File: src/rtl/gfs_pkg.sv
// constants for the gate driver fault status register bank
// Summary of operation
// - address 3h holds gate faults of bridges 1-4, bit7 high 1 down to low 4
// - address 4h holds gate faults of bridges 5-8, bit7 high 5 down to low 8
// - address 5h bit 7 main supply undervoltage, bit 6 overvoltage
// - address 5h bit 5 charge pump undervoltage
// - address 5h bit 4 overtemperature warning, bit 3 overtemperature shutdown
// - address 5h bit 2 watchdog fault
// - address 5h bit 1 set when a frame has other than 16 clocks
// - frame length fault never drives the fault pin or its mirror
// - address 6h bits 3-0 variant code, bits 7-4 read zero
// - variant code differs between four and eight bridge parts
// - global bit 3 is OR of all drain-source and gate faults
// - global bit 7 reads 0 after any frame fault, else 1
// - global bit 0 is OR of thermal, watchdog and other warnings
package gfs_pkg;
   localparam logic [5:0] GFS_ADDR_GLOBAL = 6'h00;
   localparam logic [5:0] GFS_ADDR_GATE_1_4 = 6'h03;
   localparam logic [5:0] GFS_ADDR_GATE_5_8 = 6'h04;
   localparam logic [5:0] GFS_ADDR_SUPPLY = 6'h05;
   localparam logic [5:0] GFS_ADDR_VARIANT = 6'h06;
   localparam int GFS_BIT_SUPPLY_UV = 7;
   localparam int GFS_BIT_SUPPLY_OV = 6;
   localparam int GFS_BIT_PUMP_UV = 5;
   localparam int GFS_BIT_TEMP_WARN = 4;
   localparam int GFS_BIT_TEMP_STOP = 3;
   localparam int GFS_BIT_WD = 2;
   localparam int GFS_BIT_FRAME = 1;
   localparam int GFS_BIT_LINK_OK = 7;
   localparam int GFS_BIT_ANY_FET = 3;
   localparam int GFS_BIT_THERM_WD = 0;
   localparam int GFS_FRAME_CLOCKS = 16;
   localparam logic [7:0] GFS_STATUS_RESET = 8'h00;
   localparam logic [3:0] GFS_RESERVED_HI = 4'h0;
   // arbitrary neutral variant codes
   localparam logic [3:0] GFS_CODE_FOUR = 4'h1;
   localparam logic [3:0] GFS_CODE_EIGHT = 4'h2;
endpackage

File: src/rtl/gfs_status_regs.sv
// fault status register bank with read port and summary outputs
`timescale 1ns/1ps
module gfs_status_regs
   import gfs_pkg::*;
#(
   parameter int BRIDGES = 8
)
(
   input wire logic ref_clk,
   input wire logic reset,
   input wire logic clk_en,
   input wire logic [15:0] gate_fault_in,
   input wire logic [15:0] ds_fault_in,
   input wire logic main_supply_undervoltage,
   input wire logic main_supply_overvoltage,
   input wire logic charge_pump_undervoltage,
   input wire logic overtemp_warning,
   input wire logic overtemp_shutdown,
   input wire logic watchdog_fault,
   input wire logic other_warning,
   input wire logic frame_end,
   input wire logic [7:0] frame_clock_count,
   input wire logic flag_clear,
   input wire logic rd_en,
   input wire logic wr_en,
   input wire logic [5:0] addr,
   input wire logic [7:0] wr_data,
   output logic [7:0] rd_data,
   output logic fault_out_n,
   output logic any_fet_fault,
   output logic thermal_watchdog_summary,
   output logic link_ok
);
   // only the four and eight bridge variants exist
   if (BRIDGES != 4 && BRIDGES != 8)
   begin : g_bad_bridges
      $error("BRIDGES must be 4 or 8");
   end

   logic [7:0] gate_1_4;
   logic [7:0] gate_5_8;
   logic [7:0] supply;
   logic frame_seen;
   wire logic frame_bad;
   wire logic [7:0] supply_set;
   wire logic [15:0] gate_set;
   wire logic [7:0] next_rd;
   wire logic [7:0] global_view;
   wire logic [3:0] variant_code;
   wire logic fault_any;

   assign variant_code = (BRIDGES == 8) ? GFS_CODE_EIGHT : GFS_CODE_FOUR;
   assign frame_bad = frame_end
      && (frame_clock_count != 8'(GFS_FRAME_CLOCKS));
   assign gate_set = (BRIDGES == 8) ? gate_fault_in
      : {gate_fault_in[15:8], 8'h00};
   assign supply_set = {main_supply_undervoltage, main_supply_overvoltage,
      charge_pump_undervoltage, overtemp_warning, overtemp_shutdown,
      watchdog_fault, frame_bad, 1'b0};

   // pin fault excludes the frame length flag
   assign fault_any = (|gate_1_4) || (|gate_5_8) || (|ds_fault_in)
      || supply[GFS_BIT_SUPPLY_UV] || supply[GFS_BIT_SUPPLY_OV]
      || supply[GFS_BIT_PUMP_UV] || supply[GFS_BIT_TEMP_STOP]
      || supply[GFS_BIT_WD];
   assign global_view = {~frame_seen, 1'b0, fault_any, other_warning,
      (|gate_1_4) || (|gate_5_8) || (|ds_fault_in),
      supply[GFS_BIT_SUPPLY_UV], supply[GFS_BIT_SUPPLY_OV],
      supply[GFS_BIT_TEMP_WARN] || supply[GFS_BIT_TEMP_STOP]
         || supply[GFS_BIT_WD] || other_warning};
   assign next_rd = (addr == GFS_ADDR_GATE_1_4) ? gate_1_4 :
      (addr == GFS_ADDR_GATE_5_8) ? gate_5_8 :
      (addr == GFS_ADDR_SUPPLY) ? supply :
      (addr == GFS_ADDR_VARIANT) ? {GFS_RESERVED_HI, variant_code} :
      (addr == GFS_ADDR_GLOBAL) ? global_view : 8'h00;

   // sticky flags: a set in the clear cycle wins; writes ignored
   always_ff @(posedge ref_clk)
   begin
      if (reset)
      begin
         gate_1_4 <= GFS_STATUS_RESET;
         gate_5_8 <= GFS_STATUS_RESET;
         supply <= GFS_STATUS_RESET;
         frame_seen <= 1'b0;
      end
      else if (clk_en)
      begin
         gate_1_4 <= (flag_clear ? 8'h00 : gate_1_4) | gate_set[15:8];
         gate_5_8 <= (flag_clear ? 8'h00 : gate_5_8) | gate_set[7:0];
         supply <= (flag_clear ? 8'h00 : supply) | supply_set;
         frame_seen <= (flag_clear ? 1'b0 : frame_seen) | frame_bad;
      end
   end

   always_ff @(posedge ref_clk)
   begin
      if (reset)
      begin
         rd_data <= 8'h00;
         fault_out_n <= 1'b1;
         any_fet_fault <= 1'b0;
         thermal_watchdog_summary <= 1'b0;
         link_ok <= 1'b1;
      end
      else if (clk_en)
      begin
         if (rd_en)
            rd_data <= next_rd;
         fault_out_n <= ~fault_any;
         any_fet_fault <= global_view[GFS_BIT_ANY_FET];
         thermal_watchdog_summary <= global_view[GFS_BIT_THERM_WD];
         link_ok <= global_view[GFS_BIT_LINK_OK];
      end
   end
endmodule // gfs_status_regs

File: config.mk
export PLATFORM = sky130hd
export DESIGN_NAME = gfs_status_regs
export DESIGN_NICKNAME = d
export VERILOG_FILES = /design/src/rtl/gfs_pkg.sv /design/src/rtl/gfs_status_regs.sv
export SDC_FILE = /design/constraint.sdc
export NUM_CORES = 1
export LEC_CHECK = 0
export BUFFER_PORTS_ARGS = -buffer_cell sky130_fd_sc_hd__buf_4
export CORE_MARGIN = 4
export CORE_UTILIZATION = 45
export CTS_CLUSTER_DIAMETER = 80
export DETAILED_ROUTE_END_ITERATION = 8
export GPL_TIMING_DRIVEN = 1
export PLACE_DENSITY = 0.9
export SLEW_MARGIN = 20
export SYNTH_ARGS = -nofsm -noshare
export SYNTH_HDL_FRONTEND = slang
export SYNTH_SLANG_ARGS = --single-unit
File: constraint.sdc
create_clock -name ref_clk -period 2.05 [get_ports ref_clk]
set_input_delay 0.5125 -clock ref_clk [delete_from_list [all_inputs] [get_ports ref_clk]]
set_output_delay 0.5125 -clock ref_clk [all_outputs]
set_load 0.05 [all_outputs]
==> metrics.md <==
| Metric | Value |
|---|---|
| P_sw | 0.000438 W |
| Worst setup path category | input port to flip-flop |
| Worst-skew pair later-pin latency | roughly 350 ps |
| Largest net degree at the start of global routing | 38 |
| Area post-placement | about 2200 sq um |
| Gpl congestion | 0.911 |
| Leak | 0.937 nW |
| Critical path arrival | 1840 ps |
| Post-Synth Simple-Gate Area | 0.271 |
| PortBufs | 70 |
| Initial antenna violation count | 0 |
| Synth top area cells | dfxtp_1 44%, a22oi_1 10%, nor2_1 8.8% |
| Pre-Repair DR Iteration Count | 4 |
| Vias | around 1.7k |
| Reg-to-Reg End | rd_data[5] |
| Distinct cells, synth | 33 |
| Most common cell in the netlist | nor2_1 |
| R2R Setup Slk | 450 ps |
| Clock power frac | 0.314 |
| Critical path peak fanout | 3 |
| Worst Clk Skew | roughly 14 ps |
| Post-synth top cells | 38 x nor2_1, 36 x dfxtp_1, 22 x a22oi_1 |
| Cell family with most CP delay | simple AND/OR/NAND/NOR gates |
| Worst vdd rail ir drop | approximately 0.35 mV |
| Req. time, crit path | 2290 ps |
| Iter 0 DRT Violations | 143 |
| CP max stage cell | nor4_2 |
| Tcrit/Tclk final | 0.780 |
| Final Max Slew Viols | 0 |
| Minimum clock period | about 1600 ps |
| Die H | 68.1 microns |
| Core box area | around 3400 sq um |
| Vias in the first global route | 1643 |
| Unrepaired setup endpoints after global routing | no |
| Worst setup SP type | input port |
| Worst hold path class | input port to flip-flop |
| FILL cells | 306 |
| Power per cell area | 706 nW/um^2 |
| Antenna diodes | 0 |
| Worst R2R Start | gate_1_4[2] |
| CTS tree | yes |
| Residual overflow from global routing | 0 |
| Share of cells above drive strength 1 | 0.328 |
| Dominant cell type by area after synthesis | dfxtp_1 |
| Post-synthesis xor/xnor area fraction | 0 |
| Initial Util | 0.476 |
| Max Cap Viol | 0 |
| Final net count | about 320 |
| Ports | 80 |
| Status | complete, no violations |
| DRC | 0 |
| Seq cells post-synth | 36 |
| Number of flops mapped to enable cells by yosys | 0 |
| Hold bufs inserted after CTS | 0 |
| Gate count of the mapped netlist | 191 |
| Via-to-Cell Ratio | between 5 and 6 |
| Largest family of logic cells by synthesized area | simple AND/OR/NAND/NOR gates |
| Crit end category | flip-flop |
| Adder-Cell Fraction of Synth Area | 0 |
| Ys async rst share | 0 |
| Post-DP HPWL | around 3400 microns |
| Clk sink count | 36 |
| Area delta synth->final | 37.8% |
| Synth top area share | 0.443 |
| Switch share | 0.277 |
| H-Tree Depth | 2 |
| Gr usage total | 0.211 |
| Yosys warns | 0 |
| Int Pwr | 0.00114 W |
| Post CTS Setup Buffer Count | 0 |
| Seq/Total Area, Yosys | 0.443 |
| Compound-cell area share of the yosys netlist | 0.226 |
| Post-Route WL | 4500 microns |
| Worst-Margin Slew | 492 ps |
| Critical-path cell list | buf_4 -> nor4_1 -> nand2_1 -> nor4_2 -> and3_1 -> o21ai_1 |
| Worst reg-to-reg path cell count | 5 |
| Flop pwr share | 0.492 |
| Die width | 68.1 microns |
| Finish-stage setup viols | 0 |
| Hold Crit Start | gate_fault_in[11] |
| Hold depth | 3 |
| Slowest stage delay, CP | 430 ps |
| Clock buffer depth | 2 |
| Avg WL per Cell | 14.9 microns |
| Die area | 4640 sq um |
| Final instance area | 2240 sq um |
| FF+latch area | 721 sq um |
| Synthesized net count | roughly 260 |
| Global-route wire length before repair | 7310 microns |
| FP Rows | 21 |
| Routed Antenna Nets | 0 |
| Post-cts resize count | 0 |
| Synthesized area per cell | 8.51 sq um |
| Clock transition at the registers of the reported paths | 120 ps |
| Total CTS buffers | 5 |
| CTS Root Cell | clkbuf_4 |
| Final hold vios | 0 |
| Mapped cell area | 1630 sq um |
| Multi-input gate area | 848 sq um |
| Hold EP | gate_1_4[3] |
| Mux cell area share after synthesis | 0.0246 |
| Comb pwr share | 0.194 |
| Buf+Inv Stages, Crit Path | 1 |
| Top_reg_cell synth | dfxtp_1 |
| Slew HR | 0.669 |
| Fin Setup TNS | 0 ps |
| Max Fclk | roughly 630 MHz |
[cell usage in the layout (no fill, tap or decap), types with 2 or more instances in the layout]
cell	n
dfxtp_1	36
nor2_1	38
o21ai_0	7
nor2b_1	2
a211oi_1	6
o21ai_1	2
a21oi_1	6
a22oi_1	22
nand2_1	12
nand3_1	5
mux2i_1	4
clkbuf_4	5
a221oi_1	4
buf_4	71
nor3_1	6
nor4_4	2
nor4_1	10
[per-stage QoR]
| stage | utilization | power [W] | instances | setup slack [ps] | hold WS (ps) |
|---|---|---|---|---|---|
| 3_5_place_dp | 0.632 | 0.00110 | 294 | 89.5 | 490 |
| 4_1_cts | 0.656 | 0.00158 | 302 | 457 | 410 |
| 2_1_floorplan | - | 0.000954 | 191 | 460 | 450 |
| 3_3_place_gp | 0.632 | 0.00109 | 294 | 147 | 478 |
| 5_1_grt | 0.656 | 0.00165 | 302 | 312 | 396 |
| 6_report | 0.656 | 0.00158 | 302 | 450 | 415 |
[cell type report]
class,instances,area share
Sequential cell,36,0.322
Clock inverter,3,0.0190
Timing Repair Buffer,71,0.238
Clock buffer,5,0.0168
Multi-Input combinational cell,141,0.379
Tap cell,46,0.0257
[cells by family (layout without fill, tap and decap cells)]
| logic type | Yosys count | in the layout |
|---|---|---|
| AO/OA/AOI/OAI | 52 | 52 |
| multiplexers | 4 | 4 |
| AND/OR/NAND/NOR | 85 | 85 |
| buffers and inverters | 14 | 79 |
| flip-flops | 36 | 36 |
[flip-flops by register name (all words and copies together) (netlist names)]
register and flops:
supply 7, rd_data 8, fault_out_n 1, any_fet_fault 1
link_ok 1, gate_1_4 8, gate_5_8 8, thermal_watchdog_summary 1
frame_seen 1
[tightest hold or removal path, delay by kind of cell]
family | cells | cell delay [ps]
AO/OA/AOI/OAI | 1 | 70
buffers and inverters | 1 | 80
AND/OR/NAND/NOR | 1 | 80
[power by group through the flow]
stage	combinational (W)	sequential, W	clock, W
after detailed placement	0.000306	0.000792	0
after global placement	0.000299	0.000791	0
after global routing	0.000336	0.000782	0.000531
after CTS	0.000308	0.000777	0.000498
after floorplan	0.000127	0.000827	0
final	0.000307	0.000778	0.000496
[layer usage]
layer  share of wire  wire length, microns  vias up  global-route usage
met4           0.022                    97        0               0.104
met5               0                     0        -                   0
met2            0.47                  2120       97               0.341
li1                -                     -      838                   -
met1            0.40                  1800      786               0.252
met3            0.11                   480       12              0.0690
[worst max-delay path by stage]
stage	from	cells past startpoint	slack (ps)	end
3_3_place_gp	ds_fault_in[0]	6	150	rd_data[3]
5_1_grt	gate_5_8[7]	5	310	fault_out_n
2_1_floorplan	ds_fault_in[0]	5	460	rd_data[3]
4_1_cts	ds_fault_in[8]	6	460	rd_data[5]
3_5_place_dp	ds_fault_in[8]	6	90	rd_data[3]
6_report	ds_fault_in[8]	6	450	rd_data[5]
(Power assumes the default switching activity.)
